### src/verilog/pifod_consts.vh
// Function
// RULE_01: Bit n of every register is line n.
// RULE_02: Filter-enable ones switch that line's filter on.
// RULE_03: Filter-disable ones switch that line's filter off.
// RULE_04: Filter acts regardless of line ownership.
// RULE_05: Filter feeds both paths; status resets zero.
// RULE_06: Filter status follows enable/disable writes at once.
// RULE_07: Set-output ones make stored output one.
// RULE_08: Clear-output ones make stored output zero.
// RULE_09: Stored value drives pin only when owned, enabled.
// RULE_10: Output status returns stored values; resets zero.
// RULE_11: Output status matters only for owned outputs.
// RULE_12: Pin status returns real pin levels. Code returns the level after synchroniser and selected filter.
// RULE_13: Pin readback valid for any ownership, direction.
// RULE_14: Control-enable set means controller owns line.
// RULE_15: Output-enable state kept even under peripheral.
// RULE_16: Filter removes pulses under one clock period.
// RULE_17: Pins pass two synchroniser flops first.
`ifndef PIFOD_CONSTS_VH
`define PIFOD_CONSTS_VH

// Number of lines and register width.
`define PIFOD_LINES 32
// Bus address width in bits.
`define PIFOD_AW 8

// Register byte offsets.
`define PIFOD_OFF_FILT_EN 8'h20
`define PIFOD_OFF_FILT_DIS 8'h24
`define PIFOD_OFF_FILT_STAT 8'h28
`define PIFOD_OFF_OUT_SET 8'h30
`define PIFOD_OFF_OUT_CLR 8'h34
`define PIFOD_OFF_OUT_STAT 8'h38
`define PIFOD_OFF_PIN_STAT 8'h3C

// Reset values.
`define PIFOD_RST_FILT 32'h00000000
`define PIFOD_RST_OUT 32'h00000000
`define PIFOD_RST_PIN 32'h00000000
`define PIFOD_ZERO32 32'h00000000

// Bus response codes.
`define PIFOD_RESP_OKAY 2'h0
`define PIFOD_RESP_SLVERR 2'h2

`endif

### src/verilog/pifod_top.v
`timescale 1ns/1ns
`include "pifod_consts.vh"

////////////////////////////////////////////////////////////////////////////////
// Filter selection, output data and pin readback for 32 I/O lines,
// reached by software over an AXI4-Lite slave port.
module pifod_top (
    // Clock and reset.
    input wire MCLK,
    input wire SYS_RST,
    // AXI4-Lite write address channel.
    input wire [`PIFOD_AW-1:0] S_AXI_AWADDR,
    input wire [2:0] S_AXI_AWPROT,
    input wire S_AXI_AWVALID,
    output reg S_AXI_AWREADY,
    // AXI4-Lite write data channel.
    input wire [31:0] S_AXI_WDATA,
    input wire [3:0] S_AXI_WSTRB,
    input wire S_AXI_WVALID,
    output reg S_AXI_WREADY,
    // AXI4-Lite write response channel.
    output reg [1:0] S_AXI_BRESP,
    output reg S_AXI_BVALID,
    input wire S_AXI_BREADY,
    // AXI4-Lite read address channel.
    input wire [`PIFOD_AW-1:0] S_AXI_ARADDR,
    input wire [2:0] S_AXI_ARPROT,
    input wire S_AXI_ARVALID,
    output reg S_AXI_ARREADY,
    // AXI4-Lite read data channel.
    output reg [31:0] S_AXI_RDATA,
    output reg [1:0] S_AXI_RRESP,
    output reg S_AXI_RVALID,
    input wire S_AXI_RREADY,
    // Per-line state from the ownership and direction logic.
    input wire [`PIFOD_LINES-1:0] LINE_CTRL_OWNED,
    input wire [`PIFOD_LINES-1:0] LINE_OUT_EN,
    // Peripheral drive used while the peripheral owns a line.
    input wire [`PIFOD_LINES-1:0] PERIPH_OUT,
    input wire [`PIFOD_LINES-1:0] PERIPH_OE,
    // Pin pad signals.
    input wire [`PIFOD_LINES-1:0] PIN_IN,
    output reg [`PIFOD_LINES-1:0] PIN_OUT,
    output reg [`PIFOD_LINES-1:0] PIN_OE,
    // Filtered inputs for the peripherals and for change detection.
    output reg [`PIFOD_LINES-1:0] PERIPH_IN,
    output reg [`PIFOD_LINES-1:0] LINE_LEVEL
);

    ////////////////////////////////////////////////////////////////////////////
    // Bus state machine codes.

    // Write side waits for address and data.
    localparam W_IDLE = 1'b0;
    // Write side holds the response.
    localparam W_RESP = 1'b1;
    // Read side waits for an address.
    localparam R_IDLE = 1'b0;
    // Read side holds the data.
    localparam R_DATA = 1'b1;

    ////////////////////////////////////////////////////////////////////////////
    // Declarations.

    // Write state.
    reg w_state;
    // Read state.
    reg r_state;
    // Write address has been taken.
    reg aw_got;
    // Write data have been taken.
    reg w_got;
    // Captured write address.
    reg [`PIFOD_AW-1:0] aw_addr;
    // Captured write data.
    reg [31:0] w_data;
    // Captured write strobes.
    reg [3:0] w_strb;
    // Filter selection per line.
    reg [`PIFOD_LINES-1:0] filt_sel;
    // Stored output data per line.
    reg [`PIFOD_LINES-1:0] out_data;
    // Write data masked by the byte strobes.
    wire [31:0] w_bits;
    // Word-aligned write address.
    wire [`PIFOD_AW-1:0] w_word;
    // Word-aligned read address.
    wire [`PIFOD_AW-1:0] r_word;
    // A write is ready to be performed this cycle.
    wire w_do;
    // Decoded write targets.
    wire w_hit_fen;
    wire w_hit_fdis;
    wire w_hit_set;
    wire w_hit_clr;
    // Any write-only register was addressed.
    wire w_mapped;
    // Filtered level of every line.
    wire [`PIFOD_LINES-1:0] filt_level;
    // Next filter selection and output data.
    reg [`PIFOD_LINES-1:0] next_filt_sel;
    reg [`PIFOD_LINES-1:0] next_out_data;
    // Read data and response chosen for the current read address.
    reg [31:0] next_rdata;
    reg [1:0] next_rresp;

    ////////////////////////////////////////////////////////////////////////////
    // Address and strobe helpers.

    // Bytes without their strobe take no part in a set or clear.
    assign w_bits = w_data & {{8{w_strb[3]}}, {8{w_strb[2]}},
                              {8{w_strb[1]}}, {8{w_strb[0]}}};
    // The two low address bits are ignored, each register is one word.
    assign w_word = {aw_addr[`PIFOD_AW-1:2], 2'b00};
    assign r_word = {S_AXI_ARADDR[`PIFOD_AW-1:2], 2'b00};
    // Both halves of the write have arrived and no response is pending.
    assign w_do = (w_state == W_IDLE) && aw_got && w_got;
    // Write decode.
    assign w_hit_fen = (w_word == `PIFOD_OFF_FILT_EN);
    assign w_hit_fdis = (w_word == `PIFOD_OFF_FILT_DIS);
    assign w_hit_set = (w_word == `PIFOD_OFF_OUT_SET);
    assign w_hit_clr = (w_word == `PIFOD_OFF_OUT_CLR);
    assign w_mapped = w_hit_fen | w_hit_fdis | w_hit_set | w_hit_clr;

    ////////////////////////////////////////////////////////////////////////////
    // Write channel: address and data are taken in either order, each is
    // released once taken, and the response follows both.
    always @(posedge MCLK or posedge SYS_RST) begin
        if (SYS_RST) begin
            w_state <= W_IDLE;
            aw_got <= 1'b0;
            w_got <= 1'b0;
            aw_addr <= {`PIFOD_AW{1'b0}};
            w_data <= `PIFOD_ZERO32;
            w_strb <= 4'h0;
            S_AXI_AWREADY <= 1'b0;
            S_AXI_WREADY <= 1'b0;
            S_AXI_BVALID <= 1'b0;
            S_AXI_BRESP <= `PIFOD_RESP_OKAY;
        end else begin
            case (w_state)
                W_IDLE: begin
                    // Take the address when offered.
                    if (S_AXI_AWVALID && S_AXI_AWREADY) begin
                        aw_addr <= S_AXI_AWADDR;
                        aw_got <= 1'b1;
                        S_AXI_AWREADY <= 1'b0;
                    end else if (!aw_got) begin
                        // Ready whenever no address is held.
                        S_AXI_AWREADY <= 1'b1;
                    end
                    // Take the data when offered.
                    if (S_AXI_WVALID && S_AXI_WREADY) begin
                        w_data <= S_AXI_WDATA;
                        w_strb <= S_AXI_WSTRB;
                        w_got <= 1'b1;
                        S_AXI_WREADY <= 1'b0;
                    end else if (!w_got) begin
                        // Ready whenever no data are held.
                        S_AXI_WREADY <= 1'b1;
                    end
                    // With both held, the write takes effect and is answered.
                    if (w_do) begin
                        S_AXI_BVALID <= 1'b1;
                        if (w_mapped) begin
                            S_AXI_BRESP <= `PIFOD_RESP_OKAY;
                        end else begin
                            // Status registers and holes refuse writes.
                            S_AXI_BRESP <= `PIFOD_RESP_SLVERR;
                        end
                        w_state <= W_RESP;
                    end
                end
                W_RESP: begin
                    // Hold the response until the master takes it.
                    if (S_AXI_BREADY) begin
                        S_AXI_BVALID <= 1'b0;
                        aw_got <= 1'b0;
                        w_got <= 1'b0;
                        S_AXI_AWREADY <= 1'b1;
                        S_AXI_WREADY <= 1'b1;
                        w_state <= W_IDLE;
                    end
                end
                default: begin
                    // Unused code returns to idle.
                    w_state <= W_IDLE;
                end
            endcase
        end
    end

    ////////////////////////////////////////////////////////////////////////////
    // Register updates. Bit n of each word acts on line n only, ones act and
    // zeros leave the line alone.
    always @* begin
        next_filt_sel = filt_sel;
        next_out_data = out_data;
        if (w_do && w_hit_fen) begin
            // Filter on for every line written as one.
            next_filt_sel = filt_sel | w_bits; // [RULE_01] [RULE_02]
        end
        if (w_do && w_hit_fdis) begin
            // Filter off for every line written as one.
            next_filt_sel = filt_sel & ~w_bits; // [RULE_01] [RULE_03]
        end
        if (w_do && w_hit_set) begin
            // Stored output goes high for lines written as one.
            next_out_data = out_data | w_bits; // [RULE_07]
        end
        if (w_do && w_hit_clr) begin
            // Stored output goes low for lines written as one.
            next_out_data = out_data & ~w_bits; // [RULE_08]
        end
    end

    // The selection changes on the same edge as the write, so the status
    // seen by the very next read is already current.
    always @(posedge MCLK or posedge SYS_RST) begin
        if (SYS_RST) begin
            filt_sel <= `PIFOD_RST_FILT; // [RULE_05]
            out_data <= `PIFOD_RST_OUT; // [RULE_10]
        end else begin
            filt_sel <= next_filt_sel; // [RULE_06]
            out_data <= next_out_data;
        end
    end

    ////////////////////////////////////////////////////////////////////////////
    // Per-line input path. The filter follows its selection bit alone, so
    // it acts whoever owns the line.
    genvar gi;
    generate
        for (gi = 0; gi < `PIFOD_LINES; gi = gi + 1) begin : g_line
            pifod_line_filter u_filt (
                .clk(MCLK),
                .rst(SYS_RST),
                .pin_raw(PIN_IN[gi]),
                .filt_sel(filt_sel[gi]), // [RULE_04]
                .level(filt_level[gi])
            );
        end
    endgenerate

    ////////////////////////////////////////////////////////////////////////////
    // Pin drive and input distribution. The stored value reaches the pad
    // only when the controller owns the line and has its output enabled;
    // on peripheral-owned lines the peripheral drives, and the stored value waits.
    always @(posedge MCLK or posedge SYS_RST) begin
        if (SYS_RST) begin
            PIN_OUT <= `PIFOD_ZERO32;
            PIN_OE <= `PIFOD_ZERO32;
            PERIPH_IN <= `PIFOD_ZERO32;
            LINE_LEVEL <= `PIFOD_ZERO32;
        end else begin
            // Owned lines take stored data, others the peripheral's.
            PIN_OUT <= (LINE_CTRL_OWNED & out_data) |
                       (~LINE_CTRL_OWNED & PERIPH_OUT); // [RULE_09] [RULE_14]
            // The output enable is kept but only used on owned lines.
            PIN_OE <= (LINE_CTRL_OWNED & LINE_OUT_EN) |
                      (~LINE_CTRL_OWNED & PERIPH_OE); // [RULE_09] [RULE_15]
            // A peripheral sees the filtered level, and zero when the
            // controller owns its line.
            PERIPH_IN <= ~LINE_CTRL_OWNED & filt_level; // [RULE_05] [RULE_14]
            // Change detection sees the filtered level of every line.
            LINE_LEVEL <= filt_level; // [RULE_05]
        end
    end

    ////////////////////////////////////////////////////////////////////////////
    // Read decode. Write-only registers read as zero.
    always @* begin
        next_rdata = `PIFOD_ZERO32;
        next_rresp = `PIFOD_RESP_OKAY;
        case (r_word)
            `PIFOD_OFF_FILT_STAT: begin
                // One for every line with its filter selected.
                next_rdata = filt_sel; // [RULE_05]
            end
            `PIFOD_OFF_OUT_STAT: begin
                // Stored output data, meaningful on owned outputs only.
                next_rdata = out_data; // [RULE_10] [RULE_11]
            end
            `PIFOD_OFF_PIN_STAT: begin
                // Pad level after synchroniser and filter, any owner.
                next_rdata = filt_level; // [RULE_12] [RULE_13]
            end
            `PIFOD_OFF_FILT_EN,
            `PIFOD_OFF_FILT_DIS,
            `PIFOD_OFF_OUT_SET,
            `PIFOD_OFF_OUT_CLR: begin
                // Write-only words answer with zero.
                next_rdata = `PIFOD_ZERO32;
            end
            default: begin
                // Holes in the map are refused.
                next_rresp = `PIFOD_RESP_SLVERR;
            end
        endcase
    end

    ////////////////////////////////////////////////////////////////////////////
    // Read channel: one read at a time, data captured when the address is
    // taken and held until the master accepts it.
    always @(posedge MCLK or posedge SYS_RST) begin
        if (SYS_RST) begin
            r_state <= R_IDLE;
            S_AXI_ARREADY <= 1'b0;
            S_AXI_RVALID <= 1'b0;
            S_AXI_RDATA <= `PIFOD_ZERO32;
            S_AXI_RRESP <= `PIFOD_RESP_OKAY;
        end else begin
            case (r_state)
                R_IDLE: begin
                    if (S_AXI_ARVALID && S_AXI_ARREADY) begin
                        // Address taken, data go out next cycle.
                        S_AXI_ARREADY <= 1'b0;
                        S_AXI_RVALID <= 1'b1;
                        S_AXI_RDATA <= next_rdata;
                        S_AXI_RRESP <= next_rresp;
                        r_state <= R_DATA;
                    end else begin
                        // Ready while idle.
                        S_AXI_ARREADY <= 1'b1;
                    end
                end
                R_DATA: begin
                    // Hold data until accepted.
                    if (S_AXI_RREADY) begin
                        S_AXI_RVALID <= 1'b0;
                        S_AXI_ARREADY <= 1'b1;
                        r_state <= R_IDLE;
                    end
                end
                default: begin
                    // Unused code returns to idle.
                    r_state <= R_IDLE;
                end
            endcase
        end
    end

endmodule // pifod_top

### src/verilog/pifod_line_filter.v
`timescale 1ns/1ns
`include "pifod_consts.vh"

////////////////////////////////////////////////////////////////////////////////
// One line: two-flop synchroniser, a third stage for the stability check,
// and a selectable glitch filter. The result comes straight from a flop.
module pifod_line_filter (
    // Clock and reset.
    input wire clk,
    input wire rst,
    // Raw pin level and filter selection.
    input wire pin_raw,
    input wire filt_sel,
    // Filtered, synchronised level.
    output reg level
);

    // First synchroniser stage, read only by the second.
    reg sync_a;
    // Second synchroniser stage.
    reg sync_b;
    // Delayed copy of the second stage for the stability check.
    reg sync_c;
    // Value the filter would settle to next.
    reg next_level;

    ////////////////////////////////////////////////////////////////////////////
    // The synchroniser chain samples the pin every clock.
    always @(posedge clk or posedge rst) begin
        if (rst) begin
            sync_a <= 1'b0;
            sync_b <= 1'b0;
            sync_c <= 1'b0;
        end else begin
            sync_a <= pin_raw; // [RULE_17]
            sync_b <= sync_a; // [RULE_17]
            sync_c <= sync_b;
        end
    end

    ////////////////////////////////////////////////////////////////////////////
    // A filtered line only moves after two equal samples, so a pulse that
    // covers a single sample at most never reaches the output.
    always @* begin
        next_level = level;
        if (!filt_sel) begin
            // Filter off: the synchronised level passes straight through.
            next_level = sync_b;
        end else if (sync_b == sync_c) begin
            // Filter on and the level held for two samples.
            next_level = sync_c; // [RULE_16]
        end
    end

    // The output flop holds the accepted level.
    always @(posedge clk or posedge rst) begin
        if (rst) begin
            level <= 1'b0;
        end else begin
            level <= next_level;
        end
    end

endmodule // pifod_line_filter

### config.mk
export PLATFORM = sky130hd
export DESIGN_NAME = pifod_top
export DESIGN_NICKNAME = d
export VERILOG_FILES = /design/src/verilog/pifod_top.v /design/src/verilog/pifod_line_filter.v
export VERILOG_INCLUDE_DIRS = /design/src /design/src/verilog
export SDC_FILE = /design/constraint.sdc
export NUM_CORES = 1
export LEC_CHECK = 0
export ABC_CLOCK_PERIOD_IN_PS = 17100
export BUFFER_PORTS_ARGS = -buffer_cell sky130_fd_sc_hd__buf_4
export CORE_UTILIZATION = 47
export CTS_CLUSTER_DIAMETER = 30
export DETAILED_ROUTE_END_ITERATION = 7
export GPL_TIMING_DRIVEN = 0
export PLACE_DENSITY = 0.85
export SLEW_MARGIN = 30
export SYNTH_ARGS = -nofsm -noshare
export SYNTH_HDL_FRONTEND = slang
export SYNTH_SLANG_ARGS = --single-unit
### constraint.sdc
create_clock -name MCLK -period 17.1 [get_ports MCLK]
set_input_delay 5.13 -clock MCLK [delete_from_list [all_inputs] [get_ports MCLK]]
set_output_delay 5.13 -clock MCLK [all_outputs]
set_load 0.02 [all_outputs]
==> impl_metrics.ini, run 1 <==
[placement]
dpl.hpwl_mm = 26.5
placed_area_um2 = 17900
preCtsSetupSlack_ns = 10.33
gp_congestion = 0.781
io_buffers = 380

[detailed_routing]
dr.first_iter.drc_count = 661
routed_wirelength_mm = 39.5
firstDrtPassIters = 5
drc = 0
viasPerCell = 5.33
post_drt_wl_per_cell_um = 19.8
num_vias = 10620
ant_nets = 0

[cts]
cts-hold-fix-buffers = 0
clkTransAtPathRegs_ns = 0.06
clock-sinks = 405
root_buffer = clkbuf_16
ctsHtreeMaxLevel = 3
cts.repair.resized = 0
clock_path_buffers = 3
clk_latency_ns = 0.55
cts_buffers = 75
cts_setup_buffers = 0
cts_tree = built

[setup_path]
end_kind = output pin
cp_cell_sequence = buf_4
crit_path_top_delay_cell = dfrtp_1
crit_type = reg -> out
r2r_slack_ns = 15.09
slowest_delay_ns = 0.43
crit_start = S_AXI_WREADY
crit_buf_inv = 1
arrival_ns = 1.15
regToRegStartpoint = aw_addr[3]
worstSetupStartpointType = flip-flop
critical_path.top_delay_family = flip-flops
cp.required_ns = 11.97
critical_path.endpoint = S_AXI_WREADY
cp_num_cells = 1
crit_fanout = 5
reg2reg_depth = 5

[synthesis]
synth_ff_type = dfrtp_1
yosys-top-cells-count = 405 x dfrtp_1, 106 x mux2_2, 105 x o21ai_0
synthArstFlopShare_pct = 100
ys_warn_count = 0
yosys_register_bits = 405
ys_types = 29
syn-cell-area_um2 = 14400
syn_avg_cell_area_um2 = 13.4
synth_top_cell_area_share_pct = 70.2
ys_seq_area_share_pct = 70.2
synth-edff-count = 0
syn_inst = 1081
synth_area_leaders = dfrtp_1 70%, mux2_2 8.3%, o21ai_0 3.6%, o31ai_1 3.3%, a21oi_1 3.3%
synth_top_cell_by_area = dfrtp_1
synth.most_common_cell = dfrtp_1

[power_and_ir_drop]
peakVddDrop_uv = 121
swShare_pct = 29.3
p_sw_uw = 981
clkPwrFrac_pct = 44.1
p_leak_nw = 9.72
pwr_density_cell_nw_per_um2 = 163
intPower_mw = 2.37
fin_total_pwr_mw = 3.35
power_frac_seq_pct = 38.1
share_comb_of_total_power_pct = 17.8

[timing]
grt_setup_unrepaired = false
worst_pin_slew_ns = 0.735
finalSetupViolations = 0
slew_headroom_pct = 51.0
slew_violations = 0
fin_crit_sh_pct = 36.7
period_minus_slack_ns = 6.28
fin_ws_ns = 10.82
max_freq_ghz = 0.159
finClkSkew_ns = 0.0218
tns_ns = 0
finalHoldViolations = 0

[hold_path]
min_path_type = reg -> reg
worstHoldStart = g_line[20].u_filt.sync_a

[grt]
grt-ovfl-total = 0
grt_max_degree = 93
track_usage_pct = 25.5
grt_pass1_wl_mm = 61.0
antenna_found_initial = 1
grt_pass1_vias = 11691

[cells_and_area]
seq_area_um2 = 10100
num-nets-final = 1768
design_area_um2 = 20500
drive_gt1_share_pct = 40.4
multi_input_area_um2 = 4090
final_util_pct = 68.4
diodes = 0
syn2layout_area_growth_pct = 41.8
fillers = 2044

[run]
drv_cap = 0

[die]
io_pins = 394
die_w_um = 177
die_area_um2 = 31400
fp.dieH_um = 177
num_rows = 63
start_util_pct = 48.2
core_um2 = 30000

[run_status]
status = complete, no violations
[power groups by stage]
| stage | clock [mW] | sequential (mW) | combinational, mW |
|---|---|---|---|
| 6_report | 1.48 | 1.28 | 0.594 |
| 4_1_cts | 1.50 | 1.27 | 0.600 |
| 3_3_place_gp | 0 | 1.27 | 0.562 |
| 3_5_place_dp | 0 | 1.28 | 0.591 |
| 2_1_floorplan | 0 | 1.31 | 0.299 |
| 5_1_grt | 1.54 | 1.29 | 0.651 |
[stage by stage]
stage               instances  hold slack [ns]
global placement         1852            0.332
floorplan                1082            0.331
detailed placement       1856            0.335
global route             1992            0.347
finish                   1992            0.339
CTS                      1992            0.338
[how the worst min path moves through the flow]
stage               depth (start not counted)  slack [ns]                        to
floorplan                                   0        0.33   g_line[0].u_filt.sync_b
global placement                            0        0.33   g_line[5].u_filt.sync_b
detailed placement                          0        0.33   g_line[4].u_filt.sync_b
CTS                                         0        0.34  g_line[20].u_filt.sync_b
global route                                0        0.35  g_line[29].u_filt.sync_b
finish                                      0        0.34  g_line[20].u_filt.sync_b
[layer usage]
metal | track usage, % | vias to the layer above | share of wire [%]
met5 | 0 | - | 0.033
met4 | 12.0 | 2 | 3.7
met3 | 6.08 | 111 | 6.8
met2 | 45.0 | 468 | 52
met1 | 28.9 | 5299 | 38
li1 | - | 4740 | -
[cells in the final DEF (no fill, tap or decap), types with 4 or more instances in the layout]
master and n:
clkinv_4 8, mux2_2 106, nor2b_1 33, o31ai_1 64
clkinv_2 10, clkinvlp_4 8, a21oi_1 94, nand2_1 74
buf_1 5, inv_1 4, bufinv_16 8, buf_2 19
clkbuf_8 4, nand3_1 5, dfrtp_1 405, nor2_1 63
clkbuf_1 24, inv_8 5, mux2i_1 28, o21ai_0 105
nand2b_1 33, clkbuf_16 76, inv_6 10, buf_16 4
buf_4 382
[area by class of cell]
class,instances,area share [%]
buffer,45,0.978
timing repair buffer,384,14.5
tap,390,2.38
inverter,5,0.128
multi-input combinational,627,20.0
clock inverter,51,2.94
clock buffer,85,9.65
sequential,405,49.5
[logic make-up after synthesis]
logic type,synth area share (%)
compound gates,10.6
buf+inv,1.52
flops,70.2
mux,10.2
other cells,0.0260
simple gates,7.41
Power figures use the tool's default switching activity.
==> inputs of run 2 (changes only) <==
--- a/config.mk
+++ b/config.mk
@@ -6,13 +6,13 @@
 export SDC_FILE = /design/constraint.sdc
 export NUM_CORES = 1
 export LEC_CHECK = 0
-export ABC_CLOCK_PERIOD_IN_PS = 17100
+export ABC_CLOCK_PERIOD_IN_PS = 6000
 export BUFFER_PORTS_ARGS = -buffer_cell sky130_fd_sc_hd__buf_4
-export CORE_UTILIZATION = 47
+export CORE_UTILIZATION = 52
 export CTS_CLUSTER_DIAMETER = 30
 export DETAILED_ROUTE_END_ITERATION = 7
 export GPL_TIMING_DRIVEN = 0
-export PLACE_DENSITY = 0.85
+export PLACE_DENSITY = 0.88
 export SLEW_MARGIN = 30
 export SYNTH_ARGS = -nofsm -noshare
 export SYNTH_HDL_FRONTEND = slang
==> constraint.sdc (replaced) <==
create_clock -name MCLK -period 6 [get_ports MCLK]
set_input_delay 1.8 -clock MCLK [delete_from_list [all_inputs] [get_ports MCLK]]
set_output_delay 1.8 -clock MCLK [all_outputs]
set_load 0.02 [all_outputs]
==> impl_metrics.ini, run 2 (synthesis results as in run 1) <==
[run_status]
status = complete, no violations

[cells_and_area]
final_cells = 1971
syn2layout_area_growth_pct = 41.2
mostFrequentLayoutCell = dfrtp_1
num-nets-final = 1772
final_cell_mix = 405 x dfrtp_1, 382 x buf_4, 106 x mux2_2
diodes = 0
drive_gt1_share_pct = 40.3

[detailed_routing]
ant_nets = 0
maxUsedRoutingLayer = met5
firstDrtPassIters = 5
viasPerCell = 5.48
dr.first_iter.drc_count = 695
wl_met2_mm = 22.0
met1_length_mm = 14.4
num_vias = 10810
drc = 0
met3WireLength_mm = 3.14
routed_wirelength_mm = 41.1
post_drt_wl_per_cell_um = 20.9

[power_and_ir_drop]
swShare_pct = 29.7
p_leak_nw = 9.68
share_comb_of_total_power_pct = 18.8
peakVddDrop_uv = 307
p_sw_mw = 2.73
pwr_density_cell_nw_per_um2 = 451
clkPwrFrac_pct = 41.5
power_frac_seq_pct = 39.7
intPower_mw = 6.46

[cts]
cts_tree = built
ctsHtreeMaxLevel = 3
root_buffer = clkbuf_16
clkTransAtPathRegs_ns = 0.05
clk_latency_ns = 0.55
clock_path_buffers = 3
cts_setup_buffers = 0
cts.repair.resized = 0
cts_buffers = 68
clock-sinks = 405
cts-hold-fix-buffers = 0

[setup_path]
crit_buf_inv = 1
cp_cell_sequence = buf_4
critical_path.top_delay_family = flip-flops
arrival_ns = 1.13
crit_path_top_delay_cell = dfrtp_1
worstSetupStartpointType = flip-flop
crit_fanout = 5
slowest_delay_ns = 0.42
cp.required_ns = 4.20
end_kind = output pin
crit_type = reg -> out

[die]
die_area_um2 = 28400
num_rows = 60
start_util_pct = 53.3
die_w_um = 169
core_um2 = 27100
io_pins = 394
fp.dieH_um = 169

[timing]
slew_headroom_pct = 49.7
worst_pin_slew_ns = 0.755
finalHoldViolations = 0
period_minus_slack_ns = 2.93
fin_ws_ns = 3.07
finClkSkew_ns = 0.0245
fin_crit_sh_pct = 48.9
slew_violations = 0
finalSetupViolations = 0
grt_setup_unrepaired = false
max_freq_ghz = 0.341

[placement]
dp.cells = 1849
gp_congestion = 0.799
preCtsSetupSlack_ns = 2.54
io_buffers = 380
dpl.hpwl_mm = 27.9

[grt]
grt_pass1_vias = 12183
grt_pass1_wl_mm = 63.9
grt_max_degree = 33
track_usage_pct = 29.6
antenna_found_initial = 1
grt-ovfl-total = 0

[run]
drv_cap = 0

[hold_path]
min_path_type = reg -> reg
-- run 2: cell count changes in the layout (fill, tap and decap cells not counted), sizes merged --
cell / previous run / this run
bufinv: 8 / 6
clkinvlp: 8 / 9
inv: 19 / 13
clkbuf: 104 / 99
buf: 410 / 421
clkinv: 21 / 19
-- run 2: path summary, 6_finish.rpt --
check,from,to,slack [ns],depth (start not counted)
worst min-delay path,g_line[11].u_filt.sync_a,g_line[11].u_filt.sync_b,0.34,0
min in group asynchronous,SYS_RST,S_AXI_RDATA[27],1.28,2
max in group asynchronous,SYS_RST,g_line[6].u_filt.sync_c,3.54,6
worst max-delay path,S_AXI_WREADY,S_AXI_WREADY,3.07,1
worst min register to register,g_line[11].u_filt.sync_a,g_line[11].u_filt.sync_b,0.34,0
worst max register to register,aw_addr[3],flip-flop,3.96,5
-- run 2: metrics by stage --
| step | utilization [%] | hold slack [ns] | TNS (ns) | power, mW | cell area [um2] |
|---|---|---|---|---|---|
| after floorplan | - | 0.331 | -508.56 | 4.58 | 14400 |
| after global placement | 65.5 | 0.333 | -1272.93 | 5.22 | 17800 |
| after detailed placement | 66.8 | 0.336 | 0 | 5.36 | 18100 |
| after CTS | 75.2 | 0.342 | 0 | 9.22 | 20400 |
| after global routing | 75.2 | 0.352 | 0 | 9.57 | 20400 |
| final | 75.2 | 0.343 | 0 | 9.19 | 20400 |
-- run 2: worst register-to-register path: cells and delay by family, from the launching register on --
kind | cells | cell delay [ns]
AND/OR/NAND/NOR | 2 | 0.68
AO/OA/AOI/OAI | 2 | 0.43
flip-flops | 1 | 0.40
buffers and inverters | 1 | 0.37
-- run 2: area by class of cell --
class,instances,area [um2]
buffer,45,200
sequential,405,10100
tap,372,465
clock buffer,80,1820
multi-input combinational,627,4090
fill,1661,6720
inverter,5,22.5
timing repair buffer,395,3180
clock inverter,42,473
-- run 2: metal layers --
metal	vias up	global-route usage, %
met5	-	0
met2	524	53.9
met4	2	13.9
met3	112	7.88
li1	4738	-
met1	5434	32.2
-- run 2: power groups by stage --
stage	clock, mW	sequential, mW	combinational [mW]
global route	4.00	3.70	1.87
floorplan	0	3.73	0.852
detailed placement	0	3.66	1.70
global placement	0	3.63	1.59
finish	3.82	3.65	1.73
CTS	3.85	3.64	1.73
==> inputs of run 3 (changes only) <==
--- a/config.mk
+++ b/config.mk
@@ -6,7 +6,7 @@
 export SDC_FILE = /design/constraint.sdc
 export NUM_CORES = 1
 export LEC_CHECK = 0
-export ABC_CLOCK_PERIOD_IN_PS = 6000
+export ABC_CLOCK_PERIOD_IN_PS = 2800
 export BUFFER_PORTS_ARGS = -buffer_cell sky130_fd_sc_hd__buf_4
 export CORE_UTILIZATION = 52
 export CTS_CLUSTER_DIAMETER = 30
==> constraint.sdc (replaced) <==
create_clock -name MCLK -period 2.8 [get_ports MCLK]
set_input_delay 0.84 -clock MCLK [delete_from_list [all_inputs] [get_ports MCLK]]
set_output_delay 0.84 -clock MCLK [all_outputs]
set_load 0.02 [all_outputs]
==> impl_metrics.ini, run 3 (synthesis results as in run 1) <==
[run_status]
status = complete, no violations

[cells_and_area]
diodes = 0
num-nets-final = 1772
fillers = 1661
syn2layout_area_growth_pct = 41.2
drive_gt1_share_pct = 40.3
final_cells = 1971
mostFrequentLayoutCell = dfrtp_1
final_cell_mix = 405 x dfrtp_1, 382 x buf_4, 106 x mux2_2
design_area_um2 = 20400

[setup_path]
arrival_ns = 2.43
crit_type = reg -> reg
cp.required_ns = 3.18
crit_start = aw_addr[3]
reg2reg_depth = 5
worstSetupStartpointType = flip-flop
end_kind = flip-flop
crit_fanout = 10
regToRegStartpoint = aw_addr[3]
r2r_slack_ns = 0.75

[power_and_ir_drop]
pwr_density_cell_nw_per_um2 = 966
intPower_mw = 13.8
peakVddDrop_uv = 656
power_frac_seq_pct = 39.7
fin_total_pwr_mw = 19.7
p_leak_nw = 9.68
p_sw_mw = 5.86
share_comb_of_total_power_pct = 18.8
clkPwrFrac_pct = 41.6
swShare_pct = 29.7

[detailed_routing]
firstDrtPassIters = 4
drc = 0
routed_wirelength_mm = 41.1
num_vias = 10798
dr.first_iter.drc_count = 684
ant_nets = 0
viasPerCell = 5.48
post_drt_wl_per_cell_um = 20.8

[placement]
dpl.hpwl_mm = 27.9
gp_congestion = 0.799
placed_area_um2 = 18100
dp.cells = 1849
io_buffers = 380

[timing]
finalSetupViolations = 0
finalHoldViolations = 0
max_freq_ghz = 0.487
grt_setup_unrepaired = false
slew_violations = 0
period_minus_slack_ns = 2.05
slew_headroom_pct = 51.6
timing.hold.ws_ns = 0.318
tns_ns = 0
fin_crit_sh_pct = 73.3
worst_pin_slew_ns = 0.726
finClkSkew_ns = 0.0210

[cts]
clkTransAtPathRegs_ns = 0.05
clk_latency_ns = 0.55
cts_setup_buffers = 0
ctsHtreeMaxLevel = 3
root_buffer = clkbuf_16
clock-sinks = 405
cts_buffers = 68
cts-hold-fix-buffers = 0
clock_path_buffers = 3
cts.repair.resized = 0
cts_tree = built

[grt]
track_usage_pct = 29.6
grt_pass1_wl_mm = 63.9
grt-ovfl-total = 0
antenna_found_initial = 1
grt_pass1_vias = 12179
gr-usage-met1_pct = 32.2
met2_usage_pct = 53.9
grt.met3_usage_pct = 7.79
grt_max_degree = 33
grt.busiest_layer = met2

[die]
die_w_um = 169
start_util_pct = 53.3
core_um2 = 27100
io_pins = 394
num_rows = 60
die_area_um2 = 28400
fp.dieH_um = 169

[run]
drv_cap = 0

[hold_path]
min_path_type = in -> async
run 3: cell counts in the layout (fill, tap and decap cells not counted):
No cell type changed its count.
run 3: cell type report:
type | instances | area [um2] | area share [%]
repair buffers | 395 | 3180 | 15.6
multi-input cells | 627 | 4090 | 20.1
well taps | 372 | 465 | 2.28
flip-flops and latches | 405 | 10100 | 49.7
clock buffers | 80 | 1820 | 8.92
clock inverters | 42 | 473 | 2.32
inverters | 5 | 22.5 | 0.110
plain buffers | 45 | 200 | 0.982
run 3: how the worst max path moves through the flow:
| stage | cells after the start | slack (ns) | to |
|---|---|---|---|
| finish | 5 | 0.75 | flip-flop |
| global route | 5 | 0.61 | flip-flop |
| CTS | 5 | 0.76 | flip-flop |
| detailed placement | 5 | 0.30 | S_AXI_RDATA[0] |
| global placement | 2 | -5.40 | PERIPH_IN[15] |
| floorplan | 1 | -3.50 | LINE_LEVEL[0] |
run 3: layer usage:
metal  vias up  routed length, um
met1      5411              14400
met4         2               1650
met2       534              21800
met5         -                 13
li1       4735                  -
met3       116               3250
run 3: per-stage QoR:
stage          setup WS (ns)  utilization (%)
2_1_floorplan          -3.50                -
3_3_place_gp           -5.40             65.5
3_5_place_dp           0.301             66.8
4_1_cts                0.764             75.2
5_1_grt                0.607             75.2
6_report               0.748             75.2
run 3: power by group through the flow:
stage                     combinational (mW)  clock (mW)  sequential (mW)
after detailed placement                3.63           0             7.85
after floorplan                         1.83           0             8.00
final                                   3.70        8.19             7.81
after CTS                               3.71        8.26             7.79
after global routing                    4.02        8.57             7.92
after global placement                  3.40           0             7.79
run 3: critical path: stages (launching register included):
cell and delay [ns]:
dfrtp_1 0.40, nor4b_4 0.40, nand3b_2 0.28, clkbuf_1 0.37, o21ai_0 0.31, o31ai_1 0.13
